`config.mk`:
```
export PLATFORM = sky130hd
export DESIGN_NAME = pvs_slicer
export DESIGN_NICKNAME = d
export VERILOG_FILES = /design/src/rtl/pvs_pkg.sv /design/src/rtl/pvs_slicer.sv
export SDC_FILE = /design/constraint.sdc
export NUM_CORES = 1
export LEC_CHECK = 0
export BUFFER_PORTS_ARGS = -buffer_cell sky130_fd_sc_hd__buf_4
export CAP_MARGIN = 25
export CORE_MARGIN = 2
export CORE_UTILIZATION = 40
export DETAILED_ROUTE_END_ITERATION = 8
export REMOVE_ABC_BUFFERS = 1
export SYNTH_ARGS = -nofsm -noshare
export SYNTH_HDL_FRONTEND = slang
export SYNTH_SLANG_ARGS = --single-unit
```
`constraint.sdc`:
```
create_clock -name CLK -period 11.7 [get_ports CLK]
set_input_delay 0 -clock CLK [delete_from_list [all_inputs] [get_ports CLK]]
set_output_delay 0 -clock CLK [all_outputs]
set_load 0.01 [all_outputs]
```
`src/rtl/pvs_pkg.sv`:
```
// Purpose: Shared constants and types for the peak/valley symbol slicer
// Assumes: 8-bit peak and valley counters, comparator results arrive as pins
// Notes:   Mode encoding on the tracking-mode input is internal to this block
package pvs_pkg;
    localparam int          PVS_CNT_W        = 8;
    localparam int          PVS_DECAY_IDLE   = 16;
    localparam logic [7:0]  PVS_PEAK_RST     = 8'h80;
    localparam logic [7:0]  PVS_VALLEY_RST   = 8'h80;
    localparam logic [7:0]  PVS_CNT_MAX      = 8'hFF;
    localparam logic [7:0]  PVS_CNT_MIN      = 8'h00;
    localparam int          PVS_SIXTHS       = 6;
    localparam int          PVS_UPPER_NUM    = 5;
    localparam int          PVS_MID_NUM      = 3;
    localparam int          PVS_LOWER_NUM    = 1;
    localparam logic [1:0]  PVS_SYM_TOP      = 2'h2;
    localparam logic [1:0]  PVS_SYM_UPMID    = 2'h3;
    localparam logic [1:0]  PVS_SYM_LOWMID   = 2'h1;
    localparam logic [1:0]  PVS_SYM_BOTTOM   = 2'h0;
    localparam logic [1:0]  PVS_MODE_FAST    = 2'h0;
    localparam logic [1:0]  PVS_MODE_SLOW    = 2'h1;
    localparam logic [1:0]  PVS_MODE_HOLD    = 2'h2;
    localparam real         PVS_CLK_MHZ      = 50.0;
    localparam real         PVS_SYMBOL_US    = 625.0;
    localparam int          PVS_SYMBOL_CYC   = int'(PVS_SYMBOL_US * PVS_CLK_MHZ);
    typedef enum logic [1:0] {PVS_FAST, PVS_SLOW, PVS_HOLD} pvs_mode_t;
endpackage

```
`src/rtl/pvs_slicer.sv`:
```
// Purpose: Digital control of a four-level symbol slicer with peak/valley servo loops
// Assumes: Comparator results and the tracking clock are pins from outside, synchronised here
// Notes:   Threshold slicing uses the digital codes, matching the analog comparison ideally
// Behaviour
// - Compare input against valley-based thresholds at five sixths, half, one sixth of span.
// - Output Gray symbol: 10 top, 11 upper-middle, 01 lower-middle, 00 bottom.
// - Peak and valley each held in 8-bit counter driving its own DAC.
// - Acquisition completes within six 1600 symbol/s periods, thresholds within 5%.
// - Fast mode: peak decays when DAC above input, attacks when below, ignoring inhibit.
// - Slow mode: peak decays only uninhibited, DAC above input, after idle cycles.
// - Slow mode: peak attacks whenever uninhibited and DAC below input.
// - Valley counter follows same rules with comparisons reversed.
`timescale 1ns/1ns
module pvs_slicer
    import pvs_pkg::*;
#(
    parameter int DECAY_IDLE = PVS_DECAY_IDLE
) (
    input  wire logic                 CLK,
    input  wire logic                 RESET,
    input  wire logic                 TRACK_CLOCK,
    input  wire logic [1:0]           TRACK_MODE,
    input  wire logic                 TRACKING_INHIBIT,
    input  wire logic [PVS_CNT_W-1:0] ANALOG_SYMBOL_INPUT,
    input  wire logic                 PEAK_DAC_ABOVE,
    input  wire logic                 VALLEY_DAC_BELOW,
    output logic [PVS_CNT_W-1:0]      PEAK_DAC,
    output logic [PVS_CNT_W-1:0]      VALLEY_DAC,
    output logic                      SYMBOL_BIT_HIGH,
    output logic                      SYMBOL_BIT_LOW
);
    localparam int IW = $clog2(DECAY_IDLE + 1);
    localparam int SW = PVS_CNT_W + 4;

    logic                 tclk;
    logic [1:0]           mode_w;
    logic                 inhibit;
    logic [PVS_CNT_W-1:0] vin;
    logic                 pk_above;
    logic                 vl_below;
    logic                 tclk_d_r;
    logic [PVS_CNT_W-1:0] peak_r;
    logic [PVS_CNT_W-1:0] peak_nxt;
    logic [PVS_CNT_W-1:0] valley_r;
    logic [PVS_CNT_W-1:0] valley_nxt;
    logic [IW-1:0]        pidle_r;
    logic [IW-1:0]        pidle_nxt;
    logic [IW-1:0]        vidle_r;
    logic [IW-1:0]        vidle_nxt;
    logic [1:0]           sym_nxt;

    // Each pin crosses in its own two-flop stage
    pvs_sync #(.W(1)) tclk_sync (
        .clk  (CLK),
        .rst  (RESET),
        .din  (TRACK_CLOCK),
        .dout (tclk)
    );
    // Mode going 1 to 2 may show 0 or 3 for a cycle; change it between steps
    pvs_sync #(.W(2)) mode_sync (
        .clk  (CLK),
        .rst  (RESET),
        .din  (TRACK_MODE),
        .dout (mode_w)
    );
    pvs_sync #(.W(1)) inhibit_sync (
        .clk  (CLK),
        .rst  (RESET),
        .din  (TRACKING_INHIBIT),
        .dout (inhibit)
    );
    // Level word may skew by a code for one cycle; slicing only, no state
    pvs_sync #(.W(PVS_CNT_W)) level_sync (
        .clk  (CLK),
        .rst  (RESET),
        .din  (ANALOG_SYMBOL_INPUT),
        .dout (vin)
    );
    pvs_sync #(.W(1)) peak_cmp_sync (
        .clk  (CLK),
        .rst  (RESET),
        .din  (PEAK_DAC_ABOVE),
        .dout (pk_above)
    );
    pvs_sync #(.W(1)) valley_cmp_sync (
        .clk  (CLK),
        .rst  (RESET),
        .din  (VALLEY_DAC_BELOW),
        .dout (vl_below)
    );

    // One servo step per tracking-clock rise sets the acquisition pace
    wire                 tick       = tclk & ~tclk_d_r;
    wire                 fast       = (mode_w == PVS_MODE_FAST);
    wire                 slow       = (mode_w == PVS_MODE_SLOW);
    wire                 pidle_done = (pidle_r >= IW'(DECAY_IDLE));
    wire                 vidle_done = (vidle_r >= IW'(DECAY_IDLE));
    wire                 pk_min     = (peak_r == PVS_CNT_MIN);
    wire                 pk_max     = (peak_r == PVS_CNT_MAX);
    wire                 vl_min     = (valley_r == PVS_CNT_MIN);
    wire                 vl_max     = (valley_r == PVS_CNT_MAX);

    // Peak servo: attack up, decay down
    wire p_dec = tick & ~pk_min & pk_above &
                 (fast | (slow & ~inhibit & pidle_done));
    wire p_inc = tick & ~pk_max & ~pk_above & (fast | (slow & ~inhibit));
    // Valley servo mirrored: attack down, decay up
    wire v_inc = tick & ~vl_max & vl_below &
                 (fast | (slow & ~inhibit & vidle_done));
    wire v_dec = tick & ~vl_min & ~vl_below & (fast | (slow & ~inhibit));

    // Hold mode leaves neither fast nor slow true, so peak and valley counters freeze
    assign peak_nxt   = p_inc ? peak_r + 1'b1 : (p_dec ? peak_r - 1'b1 : peak_r);
    assign valley_nxt = v_inc ? valley_r + 1'b1 : (v_dec ? valley_r - 1'b1 : valley_r);
    assign pidle_nxt  = (p_inc | p_dec) ? '0 : ((tick & ~pidle_done) ? pidle_r + 1'b1 : pidle_r);
    assign vidle_nxt  = (v_inc | v_dec) ? '0 : ((tick & ~vidle_done) ? vidle_r + 1'b1 : vidle_r);

    // Thresholds scaled by six to stay in integers
    wire [SW-1:0] span  = SW'(peak_r) - SW'(valley_r);
    wire [SW-1:0] vin6  = SW'(vin) * SW'(PVS_SIXTHS);
    wire [SW-1:0] vl6   = SW'(valley_r) * SW'(PVS_SIXTHS);
    wire [SW-1:0] th_up = vl6 + span * SW'(PVS_UPPER_NUM);
    wire [SW-1:0] th_md = vl6 + span * SW'(PVS_MID_NUM);
    wire [SW-1:0] th_lo = vl6 + span * SW'(PVS_LOWER_NUM);
    assign sym_nxt = (vin6 > th_up) ? PVS_SYM_TOP :
                     (vin6 > th_md) ? PVS_SYM_UPMID :
                     (vin6 > th_lo) ? PVS_SYM_LOWMID : PVS_SYM_BOTTOM;

    always_ff @(posedge CLK or posedge RESET) begin
        if (RESET) begin
            tclk_d_r        <= 1'b0;
            peak_r          <= PVS_PEAK_RST;
            valley_r        <= PVS_VALLEY_RST;
            pidle_r         <= '0;
            vidle_r         <= '0;
            SYMBOL_BIT_HIGH <= 1'b0;
            SYMBOL_BIT_LOW  <= 1'b0;
        end else begin
            tclk_d_r        <= tclk;
            peak_r          <= peak_nxt;
            valley_r        <= valley_nxt;
            pidle_r         <= pidle_nxt;
            vidle_r         <= vidle_nxt;
            SYMBOL_BIT_HIGH <= sym_nxt[1];
            SYMBOL_BIT_LOW  <= sym_nxt[0];
        end
    end

    assign PEAK_DAC   = peak_r;
    assign VALLEY_DAC = valley_r;

    peak_step_a: assert property (@(posedge CLK) disable iff (RESET)
        (peak_r != $past(peak_r)) |-> $past(tick)) else $error("peak moved without a tick");
    hold_freeze_a: assert property (@(posedge CLK) disable iff (RESET)
        $past(mode_w) == PVS_MODE_HOLD |-> $stable(peak_r) && $stable(valley_r))
        else $error("counter moved in hold");
    fast_decay_a: assert property (@(posedge CLK) disable iff (RESET)
        (tick && fast && pk_above && !pk_min) |=> peak_r == $past(peak_r) - 1'b1)
        else $error("fast peak decay missing");
    slow_attack_a: assert property (@(posedge CLK) disable iff (RESET)
        (tick && slow && !inhibit && !pk_above && !pk_max) |=> peak_r == $past(peak_r) + 1'b1)
        else $error("slow peak attack missing");
    slow_idle_a: assert property (@(posedge CLK) disable iff (RESET)
        (slow && !pidle_done) |=> peak_r >= $past(peak_r)) else $error("slow decay too early");
    inhibit_a: assert property (@(posedge CLK) disable iff (RESET)
        (slow && inhibit) |=> $stable(peak_r)) else $error("inhibit ignored");
    valley_fast_a: assert property (@(posedge CLK) disable iff (RESET)
        (tick && fast && !vl_below && !vl_min) |=> valley_r == $past(valley_r) - 1'b1)
        else $error("valley attack missing");
    symbol_top_a: assert property (@(posedge CLK) disable iff (RESET)
        (vin6 > th_up) |=> {SYMBOL_BIT_HIGH, SYMBOL_BIT_LOW} == PVS_SYM_TOP)
        else $error("top symbol wrong");
    symbol_bottom_a: assert property (@(posedge CLK) disable iff (RESET)
        (vin6 <= th_lo) |=> {SYMBOL_BIT_HIGH, SYMBOL_BIT_LOW} == PVS_SYM_BOTTOM)
        else $error("bottom symbol wrong");
    fast_attack_a: assert property (@(posedge CLK) disable iff (RESET)
        (tick && fast && !pk_above && !pk_max) |=> peak_r == $past(peak_r) + 1'b1)
        else $error("fast peak attack missing");
    slow_decay_a: assert property (@(posedge CLK) disable iff (RESET)
        (tick && slow && !inhibit && pk_above && pidle_done && !pk_min) |=> peak_r == $past(peak_r) - 1'b1)
        else $error("slow peak decay missing");
    valley_slow_a: assert property (@(posedge CLK) disable iff (RESET)
        (tick && slow && !inhibit && !vl_below && !vl_min) |=> valley_r == $past(valley_r) - 1'b1)
        else $error("slow valley attack missing");
    valley_decay_a: assert property (@(posedge CLK) disable iff (RESET)
        (tick && slow && !inhibit && vl_below && vidle_done && !vl_max) |=> valley_r == $past(valley_r) + 1'b1)
        else $error("slow valley decay missing");
    idle_restart_a: assert property (@(posedge CLK) disable iff (RESET)
        (p_inc || p_dec) |=> pidle_r == '0)
        else $error("idle count not restarted");
    symbol_upmid_a: assert property (@(posedge CLK) disable iff (RESET)
        (vin6 > th_md && vin6 <= th_up) |=> {SYMBOL_BIT_HIGH, SYMBOL_BIT_LOW} == PVS_SYM_UPMID)
        else $error("upper middle symbol wrong");
    symbol_lowmid_a: assert property (@(posedge CLK) disable iff (RESET)
        (vin6 > th_lo && vin6 <= th_md) |=> {SYMBOL_BIT_HIGH, SYMBOL_BIT_LOW} == PVS_SYM_LOWMID)
        else $error("lower middle symbol wrong");
endmodule // pvs_slicer

// Two-flop synchroniser; only the second stage is read outside
module pvs_sync
    import pvs_pkg::*;
#(
    parameter int W = 1
) (
    input  wire logic         clk,
    input  wire logic         rst,
    input  wire logic [W-1:0] din,
    output logic [W-1:0]      dout
);
    logic [W-1:0] meta_r;
    logic [W-1:0] sync_r;

    always_ff @(posedge clk or posedge rst) begin
        if (rst) begin
            meta_r <= '0;
            sync_r <= '0;
        end else begin
            meta_r <= din;
            sync_r <= meta_r;
        end
    end

    assign dout = sync_r;
endmodule // pvs_sync

```
Word-level counts from Yosys, hierarchy flattened
Cells that the tools add are included.

Flip-flop bits (word level): 57. Output and inout bits: 18. Bits of input ports: 16. Logic and storage cells: 92.

Multipliers: 4. Order comparisons: 5. Muxes and demuxes: 11. Add/sub/neg operators: 10. Equal/unequal tests: 3. Bitwise operators: 33. Reduce and logical (&&, ||, !) cells: 7.

Operator list (count): 11-bit by 12-bit adder with 12-bit output (3); 11-bit by 12-bit greater-than comparator with 1-bit output (3); 8-bit two-way mux (4); 8-bit by 2-bit multiplier with 10-bit output, second input constant (2); 5-bit two-way mux (4); 1-bit bitwise AND (18); 8-bit by 1-bit adder with 8-bit output, second input constant (2); 8-bit equality test, second input constant (2); 8-bit zero test (2); 8-bit by 1-bit subtractor with 8-bit output, second input constant (2); 12-bit by 2-bit multiplier with 12-bit output, second input constant (1); 12-bit by 3-bit multiplier with 12-bit output, second input constant (1); 5-bit by 1-bit adder with 5-bit output, second input constant (2); 5-bit greater-or-equal comparator, second input constant (2); 1-bit inverter (10); 8-bit by 8-bit subtractor with 9-bit output (1); 2-bit nonzero test (4); 1-bit OR (5); 2-bit two-way mux (2); 2-bit by 1-bit equality test with 1-bit output, second input constant (1); 2-bit zero test (1); 1-bit two-way mux (1).

Longest topological paths before layout
Gate-level depths: netlist (run 1).

Word-level depth: 7. Gate-level depth with buffers: 27. Depth with buffers taken out: 27.

By module
From an unflattened synthesis (run 1), not the netlist that was laid out.

Cells, all modules: 625. Area total of the unflattened synthesis: 5799.3 sq um.

By module, submodules not included: pvs_slicer (times used 1, cells an instance 591, seq. area each 728.2 sq um, area each 5076.1 sq um); pvs_sync (level_sync) (times used 1, cells an instance 17, seq. area each 400.4 sq um, area each 404.1 sq um); pvs_sync (inhibit_sync ...) (times used 4, cells an instance 3, seq. area each 50.0 sq um, area each 53.8 sq um); pvs_sync (mode_sync) (times used 1, cells an instance 5, seq. area each 100.1 sq um, area each 103.8 sq um).

Least setup slack after synthesis (run 1)
OpenSTA, ideal clock, no wires.

Path type: register to register. Start: register valley_r[0] (netlist: VALLEY_DAC[0]). End: register SYMBOL_BIT_LOW. Library setup time: 0.127 ns. Buffers on the path: 0. Clock period less this slack: 5.408 ns. Stages on the path, launching flop included: 26. Data arrival time: 5.281 ns. Required time: 11.573 ns. Slack: 6.292 ns. Cell sequence: dfrtp_1 -> ha_1 -> inv_1 -> fa_1 -> a211oi_2 -> nor2_1 -> nor2_1 -> xor2_1 -> ha_1 -> ha_1 -> nor2b_1 -> o21ai_0 -> nand2_1 -> a21o_1 -> a21o_1 -> a21o_1 -> a21oi_1 -> xor2_1 -> ha_1 -> nand3_1 -> or3_1 -> o22a_1 -> and2_1 -> and3_2 -> o31ai_1 -> nand2_1.

Cells in the longest elaborated chain, start to end: 6. Elaborated cells on any way between the ends: 13. Those cells by class: add/sub: 4; mul: 3; order compare: 3; mux: 3.

Ends and longest elaborated chain: from (decl) (RTL line pvs_slicer.sv:44) `logic [PVS_CNT_W-1:0] valley_r;`; from (signal assigned) (RTL line pvs_slicer.sv:141) `valley_r <= valley_nxt;`; 8-bit by 8-bit subtractor with 9-bit output or 8-bit by 2-bit multiplier with 10-bit output (tied branches) (RTL line pvs_slicer.sv:119, pvs_slicer.sv:121); 12-bit by 2-bit multiplier with 12-bit output or 11-bit by 12-bit adder with 12-bit output (tied branches) (RTL line pvs_slicer.sv:123, pvs_slicer.sv:124); 11-bit by 12-bit adder with 12-bit output or 11-bit by 12-bit greater-than comparator with 1-bit output (tied branches) (RTL line pvs_slicer.sv:123, pvs_slicer.sv:127); 11-bit by 12-bit greater-than comparator with 1-bit output or 1-bit two-way mux (tied branches) (RTL line pvs_slicer.sv:126, pvs_slicer.sv:127); 2-bit two-way mux (RTL line pvs_slicer.sv:126) `(vin6 > th_md) ? PVS_SYM_UPMID :`; 2-bit two-way mux * (RTL line pvs_slicer.sv:125) `assign sym_nxt = (vin6 > th_up) ? PVS_SYM_TOP :`; named net sym_nxt[0] (RTL line pvs_slicer.sv:50) `logic [1:0] sym_nxt;`; to (signal assigned) (RTL line pvs_slicer.sv:145) `SYMBOL_BIT_LOW <= sym_nxt[0];`; to (decl) (RTL line pvs_slicer.sv:30) `output logic SYMBOL_BIT_LOW`.

The timed path passes the listed nets; every way through them passes the cells marked *. A chain may end at the register's enable or synchronous reset.

Worst setup path after layout (run 1)
Ends and elaborated chain as after synthesis.

==> impl_results.md, run 1 <==
* Outcome: complete, no violations
* Utilization after layout at between 40% and 50%
* Synth cell types at 63
* Synthesized area per cell at 9.36 um2
* EDFF count, synth at 0
* Die area at between 0.015 and 0.02 mm2
* Synthesis Warnings at 0
* Xor/xnor cell area share of the yosys netlist at approximately a tenth
* Commonest non-fill, non-tap cell in the layout: ha_1
* Pre-CTS setup slack at 5.86 ns
* Post-synth top flop: dfrtp_1
* Global-route wire length before repair at about 22000 um
* Fmax at ~0.17 GHz
* Final Net Count at approximately 800
* DRC at 0
* Die W at between 100 and 150 um
* Fill cells at roughly 1300
* CP arrival at 6.13 ns
* GP Congestion at 0.855
* Grt ovf at 0
* CTS Sinks at 57
* Worst Hold Path Cells at 2
* Worst Path Required at 11.92 ns
* Vias at ~4500
* Starting Density at between 40% and 50%
* Final setup viols at 0
* # rows at 43
* Clock Latency Late Sink at about 0.34 ns
* Worst-Margin Slew at ~0.89 ns
* Max-slew violation count at 0
* Setup TNS at 0 ns
* Pin count of the biggest net entering global routing at 58
* Length in cells of the worst reg-to-reg path at 25
* Antenna cells at 0
* Cts bufs inserted at 9
* Final hold violation count at 0
* PostCTS Resize Cnt at 0
* Layout cell share with drive strength beyond 1 at 10.8%
* Final worst slack at slightly below 6 ns
* Combinational family with the most area after synthesis: adder cells
* Register cell area after layout at roughly 0.0014 mm2
* RSZ-0062 raised after global routing: false
* Max-cap violations at 0
* Minimum clock period after layout at 5.90 ns
* Clock Skews at ~0.0065 ns
* CP endpoint kind: flop
* Htree depth at 3
* Critical path class: reg2reg
* Simple-gate share of the synthesized area at 10.7%
* Synthesized area at 0.00577 mm2
* Commonest cells after routing, fill and taps aside: ha_1 (109), inv_1 (72), dfrtp_1 (55), a21oi_1 (45)
* Seq cells post-synth at between 50 and 60
* CTS root buffer: clkbuf_16
* WL/cell at roughly 15 um
* Mux contribution to synthesized area at 0.737%
* Buffers on Ports at 33
* Synthesized netlist cell count at ~600
* CTS tree: yes
* Crit path from: VALLEY_DAC[0]$_DFFE_PP0N_
* Final hold slack at 0.304 ns
* Synth Area in Adders at 30.0%
* Die Y at about 120 um
* IO Pins at 34
* Syn-to-layout area delta at 16.3%
* Area of the multi-input gates at 0.00404 mm2
* GRT Total Usage at about a fifth
* DRT antenna net count at 0
* FF-to-FF Start: VALLEY_DAC[0]$_DFFE_PP0N_
* Min-delay worst type: in2reg
* Core area at roughly 0.014 mm2
* DRT iter0 DRCs at between 200 and 300
* Dpl hpwl at ~11000 um
* Initial antenna violation count at 0
* Compound-Gate Fraction of Synth Area at between 10% and 20%
* Setup bufs post-CTS at 0
* First-pass DRT Iterations at 4
* Asr flop ratio synth at 100%
* HP Start: TRACKING_INHIBIT
* Worst-path clk slew at roughly 0.06 ns
* Number of global-route vias before repair at roughly 4600
* Maximum fanout along the worst path at 9
* Seq/Total Area, Yosys at 24.8%
* Vias per std cell at about 5.3
* WL final at 13300 um
* Fin crit share at between 50% and 60%
* Clock tree buffer depth at 2
* Rel. slew slack at 40.6%
* Crit start category: flop
## logic make-up (layout without fill, tap and decap cells)
family,after synthesis,after routing
DFF,57,57
xor gates and xnor gates,66,66
buffers and inverters,79,141
and+or+nand+nor,130,130
muxes,4,4
AOI/OAI and AO/OA,153,153
adders and majority gates,128,128
## repair_timing
item                                    4_1_cts  5_1_grt
hold endpoints to repair                     69        0
hold buffers                                 15        0
endpoints found under the setup margin        0        0
## sequential cells by signal (all words and copies together), names as in the netlist, 2 cells and up
signal / flops
vidle_r: 5
pidle_r: 5
mode_sync.meta_r: 2
level_sync.meta_r: 8
VALLEY_DAC: 8
mode_sync.dout: 2
level_sync.dout: 8
PEAK_DAC: 8
## metal layers
metal  GRT usage, %  up-vias  wire length [um]
li1               -     2282                 -
met1           23.3     2164              6130
met2           32.4       65              6490
met3           4.30       18               421
met4           6.11        0               241
met5              0        -                 0
## cell usage after synthesis, types with 9 or more instances
master / count / area (um2)
ha_1: 109 / 1360
inv_1: 73 / 274
dfrtp_1: 55 / 1380
a21oi_1: 45 / 225
nor2_1: 42 / 158
xnor2_1: 42 / 368
nand2_1: 34 / 128
a21o_1: 29 / 218
xor2_1: 24 / 210
o21ai_0: 21 / 105
fa_1: 18 / 360
o21bai_1: 14 / 105
nor3_1: 10 / 50.1
nand4_1: 9 / 56.3
## critical path: stages, from the launching register on
cell and delay (ns):
dfrtp_1 0.55, ha_1 0.24, inv_1 0.05, fa_1 0.43, a211oi_2 0.27, nor2_1 0.12, nor2_1 0.48, xor2_1 0.15
ha_1 0.32, ha_1 0.34, nor2b_1 0.14, o21ai_0 0.15, nand2_1 0.10, a21o_1 0.19, a21o_1 0.20, a21o_1 0.18
a21oi_1 0.16, xor2_1 0.09, ha_1 0.30, nand3_1 0.06, or3_1 0.36, o22a_1 0.20, and2_1 0.17, and3_2 0.20
o31ai_1 0.25, nand2_1 0.07
## worst paths after layout
kind | to | slack, ns
worst max-delay path | SYMBOL_BIT_LOW$_DFF_PP0_ | 5.80
worst min-delay path | inhibit_sync.meta_r$_DFF_PP0_ | 0.30
worst max register to register | SYMBOL_BIT_LOW$_DFF_PP0_ | 5.80
worst min register to register | level_sync.dout[1]$_DFF_PP0_ | 0.35
max in group asynchronous | VALLEY_DAC[6]$_DFFE_PP0N_ | 10.78
min in group asynchronous | level_sync.meta_r[2]$_DFF_PP0_ | 0.43
## layout make-up
type | instances | area share, %
Inverter | 76 | 4.25
Sequential cell | 57 | 21.3
Tap cell | 180 | 3.35
Clock inverter | 7 | 1.49
Multi-Input combinational cell | 481 | 60.2
Clock buffer | 9 | 3.35
Timing Repair Buffer | 49 | 6.04
## through the flow
step,area [um2],std cells
2_1_floorplan,5760,614
3_3_place_gp,6240,828
3_5_place_dp,6240,828
4_1_cts,6710,859
5_1_grt,6710,859
6_report,6710,859
Power of run 1 is left out: the tool's default activity adds up to more than one toggle a clock period on the data nets, which glitch-free logic cannot reach.
==> inputs of run 2 (changes only) <==
Settings changed: ABC_AREA set to 1.
Clock period 11.7 ns to 6.2 ns, I/O delays scaled along.
==> run 2 against run 1 <==
Utilization shrank 0.39 points; flip-flop and latch count is the same; critical endpoint unchanged; non-clock buffer count grew 1; fmax grew 13%; first-iteration DRC count shrank 9.0%; global-route usage shrank 1.2 points; largest cell class unchanged; final area grew 3.4%; worst hold slack gained 0.0041 ns; critical path type unchanged.
==> impl_results.md, run 2 <==
* Max-cap violations at 0 (unchanged)
* Post-synth top flop: dfrtp_1
* Antenna cells at 0 (unchanged)
* Asr flop ratio synth at 100% (unchanged)
* EDFF count, synth at 0 (unchanged)
* RSZ-0062 raised after global routing: false
* Cts bufs inserted at 9 (unchanged)
* WL/cell at 13.4 um (-14%)
* Core area at 0.0146 mm2 (+4.3%)
* Buffers on Ports at 33 (unchanged)
* Die area at 0.0160 mm2 (+3.5%)
* Final hold slack at 0.308 ns (+0.00412 ns)
* Final Net Count at 959 (+17%)
* Die Y at 126 um (+1.8%)
* Synth cell types at 40 (-37%)
* Register cell area after layout at 0.00143 mm2 (unchanged)
* Fin crit share at 84.4% (+34 points)
* Worst Hold End: level_sync.meta_r[6]$_DFF_PP0_
* FF-to-FF End: SYMBOL_BIT_LOW$_DFF_PP0_
* Area contributors post-synth: dfrtp_1 (23%), ha_1 (23%), inv_1 (8.8%), nand2_1 (8.5%), fa_1 (6.0%)
* FF-to-FF Start: PEAK_DAC[0]$_DFFE_PP0N_
* Compound-Gate Fraction of Synth Area at 11.4% (-7.1 points)
* HP Start: ANALOG_SYMBOL_INPUT[6]
* Fmax at 0.191 GHz (+13%)
* Vias per std cell at 4.85 (-8.1%)
* Max-slew violation count at 0 (unchanged)
* Synth Area in Adders at 28.8% (-1.2 points)
* Clock Latency Late Sink at 0.33 ns (about the same)
* Global-route wire length before repair at 22600 um (+1.4%)
* # rows at 44 (+2.3%)
* Setup TNS at 0 ns (unchanged)
* Outcome: complete, no violations
* Most common cell in the netlist: inv_1
* Final setup viols at 0 (unchanged)
* GP Congestion at 0.862 (+0.83%)
* Yosys top cell by area: dfrtp_1
* Worst-Margin Slew at 0.928 ns (+0.0379 ns)
* Worst-path clk slew at 0.06 ns (about the same)
* Number of global-route vias before repair at 4550 (-1.6%)
* Htree depth at 3 (unchanged)
* Final instance area at 0.00695 mm2 (+3.4%)
* Dpl hpwl at 10900 um (+2.6%)
* Mux contribution to synthesized area at 0% (-0.74 points)
* Syn-to-layout area delta at 16.1%
* Die W at 126 um (+1.8%)
* CTS Sinks at 57 (unchanged)
* Starting Density at 41.0% (-0.25 points)
* Pin count of the biggest net entering global routing at 58 (unchanged)
* Synthesized area at 0.00598 mm2 (+3.7%)
* Grt ovf at 0 (unchanged)
* CTS root buffer: clkbuf_16
* Setup bufs post-CTS at 0 (unchanged)
* Synth cell count leaders: inv_1 (140), nand2_1 (135), ha_1 (109)
* Clock tree buffer depth at 2 (unchanged)
* Minimum clock period after layout at 5.23 ns (-0.670 ns)
* Synthesized netlist cell count at 757 (+23%)
* Clock Skews at 0.00628 ns (-0.000243 ns)
* Rel. slew slack at 38.1% (-2.5 points)
* Length in cells of the worst reg-to-reg path at 26 (+4.0%)
* CP endpoint kind: flop
* Seq/Total Area, Yosys at 23.9% (-0.87 points)
* CP arrival at 5.45 ns (-0.68 ns)
* IO Pins at 34 (unchanged)
* Worst Hold Path Cells at 2 (unchanged)
* Synthesis Warnings at 0 (unchanged)
* Layout cell share with drive strength beyond 1 at 10.5% (-0.28 points)
* Commonest non-fill, non-tap cell in the layout: inv_1
* Combinational family with the most area after synthesis: adder cells
* Worst Path Required at 6.42 ns (-5.50 ns)
* Critical path class: reg2reg
* CTS tree: yes
* DP Area at 0.00647 mm2 (+3.7%)
* Worst reg2reg setup slack at 0.97 ns (-4.83 ns)
* DRT antenna net count at 0 (unchanged)
* Fill cells at 1412 (+6.5%)
* Area of the multi-input gates at 0.00400 mm2 (-1.1%)
* Commonest cells after routing, fill and taps aside: inv_1 (139), nand2_1 (135), ha_1 (109), dfrtp_1 (55), a21oi_1 (54)
* Simple-gate share of the synthesized area at 19.3% (+8.5 points)
* Xor/xnor cell area share of the yosys netlist at 7.30% (-2.7 points)
* Seq cells post-synth at 57 (unchanged)
* First-pass DRT Iterations at 4 (unchanged)
* Maximum fanout along the worst path at 6 (-3)
* Initial antenna violation count at 0 (unchanged)
* DRC at 0 (unchanged)
* WL final at 13400 um (+1.2%)
* Crit start category: flop
* Min-delay worst type: in2reg
* Synthesized area per cell at 7.91 um2 (-16%)
* DRT iter0 DRCs at 242 (-9.0%)
* Vias at 4872 (+7.6%)
* GRT Total Usage at 17.7% (-1.2 points)
* Area share of the largest cell type after synthesis at 23.0% (-0.84 points)
* Final hold violation count at 0 (unchanged)
-- run 2: cell count changes after synthesis, sizes merged, moves of 21 or more --
cell / delta
nand2: +108
inv: +71
nand3: +38
a21o: -30
xnor2: -29
o21ai: +21
-- run 2: logic make-up (layout without fill, tap and decap cells) --
group / after synthesis / count (layout)
and+or+nand+nor: 256 / 256
buffers and inverters: 148 / 212
AOI/OAI and AO/OA: 120 / 120
adders and majority gates: 127 / 127
xor gates and xnor gates: 49 / 49
DFF: 57 / 57
-- run 2: critical path, stage by stage (launching register included) --
cell and delay [ns]:
dfrtp_1 0.45, inv_1 0.14, ha_1 0.17, inv_1 0.07, fa_1 0.42, xor2_1 0.69
ha_1 0.27, inv_1 0.05, fa_1 0.47, inv_1 0.06, fa_1 0.47, a21oi_1 0.16
o21ai_0 0.13, a21oi_1 0.15, o21ai_0 0.13, nand2_1 0.08, nand2_1 0.04, a21oi_1 0.15
xor2_1 0.11, ha_1 0.30, nand3_1 0.06, nor2_1 0.14, a21oi_1 0.09, nand2_1 0.07
nand3_1 0.09, nor2_1 0.12, a21oi_2 0.04
-- run 2: worst max path at each step --
stage / startpoint / to
3_5_place_dp: PEAK_DAC[0]$_DFFE_PP0N_ / SYMBOL_BIT_LOW$_DFF_PP0_
2_1_floorplan: PEAK_DAC[0]$_DFFE_PP0N_ / SYMBOL_BIT_LOW$_DFF_PP0_
3_3_place_gp: PEAK_DAC[0]$_DFFE_PP0N_ / SYMBOL_BIT_LOW$_DFF_PP0_
6_report: PEAK_DAC[0]$_DFFE_PP0N_ / SYMBOL_BIT_LOW$_DFF_PP0_
5_1_grt: VALLEY_DAC[2]$_DFFE_PP0N_ / SYMBOL_BIT_LOW$_DFF_PP0_
4_1_cts: PEAK_DAC[0]$_DFFE_PP0N_ / SYMBOL_BIT_LOW$_DFF_PP0_
-- run 2: routing by layer --
metal | up-vias | global-route usage, % | part of all wire, %
met5 | - | 0 | 0
met4 | 0 | 6.08 | 1.8
met3 | 14 | 2.24 | 2.0
met2 | 54 | 27.6 | 45
met1 | 2205 | 25.3 | 51
li1 | 2599 | - | -
-- run 2: cell type report --
class                   instances  share of cell area [%]
clock buffers                   9                    3.24
inverters                     146                    7.89
repair buffers                 50                    5.94
multi-input cells             552                    57.6
clock inverters                 7                    1.48
flip-flops and latches         57                    20.6
well taps                     184                    3.31
-- run 2: stage by stage --
step	std cells	setup WS, ns	util (%)
after floorplan	755	1.46	-
after detailed placement	974	0.979	44.3
after global placement	974	1.10	44.3
after CTS	1005	0.947	47.6
final	1005	0.966	47.6
after global routing	1005	0.504	47.6
-- run 2: repair_timing --
item                                   CTS  global route
endpoints found under the hold margin   69             0
hold buffers                            15             0
resized for setup                        0             0
Power of run 2 is left out for the same reason.
==> inputs of run 3 (changes only) <==
Settings changed: ABC_AREA 1 to 0.
Clock period 6.2 ns to 5.1 ns, I/O delays scaled along.
==> run 3 against run 2 <==
Via count hardly changed; utilization up 7.4 points; final area increased by 11%; critical path depth increased by 1; clock-buffer cell count did not move; final cell count is 5.3% lower; wire length rose by 8.8%; first-iteration DRC count is 16% lower; clock skew grew 0.0085 ns; flip-flop and latch count is the same; global-route usage grew 2.0 points; fmax is 2.9% higher; critical path type unchanged.
==> impl_results.md, run 3 (synthesized netlist as in run 1, its figures left out) <==
* Die Y at 124 um (-1.7%)
* IO Pins at 34 (unchanged)
* DRT iter0 DRCs at 204 (-16%)
* First-pass DRT Iterations at 4 (unchanged)
* Rel. slew slack at 42.3% (+4.2 points)
* CTS root buffer: clkbuf_16
* Final hold violation count at 0 (unchanged)
* Initial antenna violation count at 0 (unchanged)
* CP top delay family: adder cells
* Critical path class: reg2reg
* Clock Skews at 0.0148 ns (+0.00853 ns)
* Outcome: complete, no violations
* Maximum fanout along the worst path at 3 (-3)
* CTS tree: yes
* Number of global-route vias before repair at 4898 (+7.6%)
* Minimum clock period after layout at 5.09 ns (-0.147 ns)
* Worst-path clk slew at 0.06 ns (about the same)
* Slowest cell on crit path: dfrtp_1
* WL final at 14600 um (+8.8%)
* # rows at 43 (-2.3%)
* DRT antenna net count at 0 (unchanged)
* WL/cell at 15.4 um (+15%)
* Final hold slack at 0.296 ns (-0.0114 ns)
* Fin crit share at 99.8% (+15 points)
* Largest stage delay, worst path at 0.39 ns (-0.30 ns)
* Starting Density at 41.3% (+0.25 points)
* Final Net Count at 910 (-5.1%)
* Die W at 124 um (-1.7%)
* Crit start category: flop
* Clock tree buffer depth at 2 (unchanged)
* Max-slew violation count at 0 (unchanged)
* Commonest non-fill, non-tap cell in the layout: buf_4
* CP most frequent cell: buf_4
* Fmax at 0.197 GHz (+2.9%)
* CTS Sinks at 57 (unchanged)
* Htree depth at 3 (unchanged)
* GP Congestion at 0.859 (-0.32%)
* Min-delay worst type: in2reg
* Vias per std cell at 5.12 (+5.6%)
* Global-route wire length before repair at 23300 um (+3.1%)
* Syn-to-layout area delta at 33.3%
* Final setup viols at 0 (unchanged)
* Core area at 0.0140 mm2 (-4.1%)
* Vias at 4874 (+0.041%)
* Setup TNS at 0 ns (unchanged)
* Commonest cells after routing, fill and taps aside: buf_4 (125), ha_1 (97), inv_1 (64), dfrtp_1 (55), xnor2_1 (40)
* Die area at 0.0154 mm2 (-3.4%)
* Cts bufs inserted at 9 (unchanged)
* Worst-Margin Slew at 0.865 ns (-0.0630 ns)
* CP arrival at 5.32 ns (-0.13 ns)
* Buffers on Ports at 33 (unchanged)
* DRC at 0 (unchanged)
* Clock Latency Late Sink at 0.35 ns (+0.02 ns)
* Pin count of the biggest net entering global routing at 58 (unchanged)
* Worst Path Required at 5.33 ns (-1.09 ns)
* RSZ-0062 raised after global routing: true
* Antenna cells at 0 (unchanged)
* Grt ovf at 0 (unchanged)
* CP Buf/Inv Count at 7 (+3)
* GRT Total Usage at 19.7% (+2.0 points)
* Fill cells at 1220 (-14%)
* Layout cell share with drive strength beyond 1 at 28.2% (+18 points)
* Dpl hpwl at 11200 um (+3.0%)
* Max-cap violations at 0 (unchanged)
* CP endpoint kind: flop
==> run 3: cell type report <==
type                    instances  area [um2]  area share [%]
well taps                     180         225            2.93
clock inverters                 7        61.3           0.797
repair buffers                142        1110            14.4
multi-input cells             481        4360            56.6
flip-flops and latches         57        1430            18.6
inverters                      76         285            3.71
clock buffers                   9         225            2.93
==> run 3: final timing paths <==
path / startpoint / slack (ns) / to / cells after the start
worst max-delay path: PEAK_DAC[0]$_DFFE_PP0N_ / 0.01 / SYMBOL_BIT_LOW$_DFF_PP0_ / 27
worst min-delay path: VALLEY_DAC_BELOW / 0.30 / valley_cmp_sync.meta_r$_DFF_PP0_ / 2
worst max register to register: PEAK_DAC[0]$_DFFE_PP0N_ / 0.01 / SYMBOL_BIT_LOW$_DFF_PP0_ / 27
worst min register to register: level_sync.meta_r[2]$_DFF_PP0_ / 0.35 / level_sync.dout[2]$_DFF_PP0_ / 0
max in group asynchronous: RESET / 4.19 / VALLEY_DAC[4]$_DFFE_PP0N_ / 4
min in group asynchronous: RESET / 0.42 / level_sync.dout[2]$_DFF_PP0_ / 4
==> run 3: layer usage <==
| layer | part of all wire [%] | routed length, um | GRT usage, % |
|---|---|---|---|
| met1 | 45 | 6620 | 23.6 |
| met2 | 50 | 7380 | 35.3 |
| met3 | 2.2 | 329 | 3.85 |
| met4 | 2.0 | 298 | 6.32 |
| met5 | 0 | 0 | 0 |
==> run 3: repair_timing <==
action,in CTS,in global routing
pin swaps,24,45
endpoints found under the hold margin,69,0
resized for setup,13,51
endpoints found under the setup margin,2,2
setup buffers,13,10
hold buffers,15,0
==> run 3: stage by stage <==
stage | setup WS [ns] | instances | area (um2) | utilization [%]
3_5_place_dp | -0.202 | 899 | 6770 | 48.4
4_1_cts | 0.000277 | 943 | 7360 | 52.6
3_3_place_gp | -0.0681 | 899 | 6770 | 48.4
2_1_floorplan | -0.309 | 614 | 5760 | -
6_report | 0.0127 | 952 | 7690 | 55.0
5_1_grt | -0.247 | 952 | 7690 | 55.0
Power of run 3 is left out for the same reason.
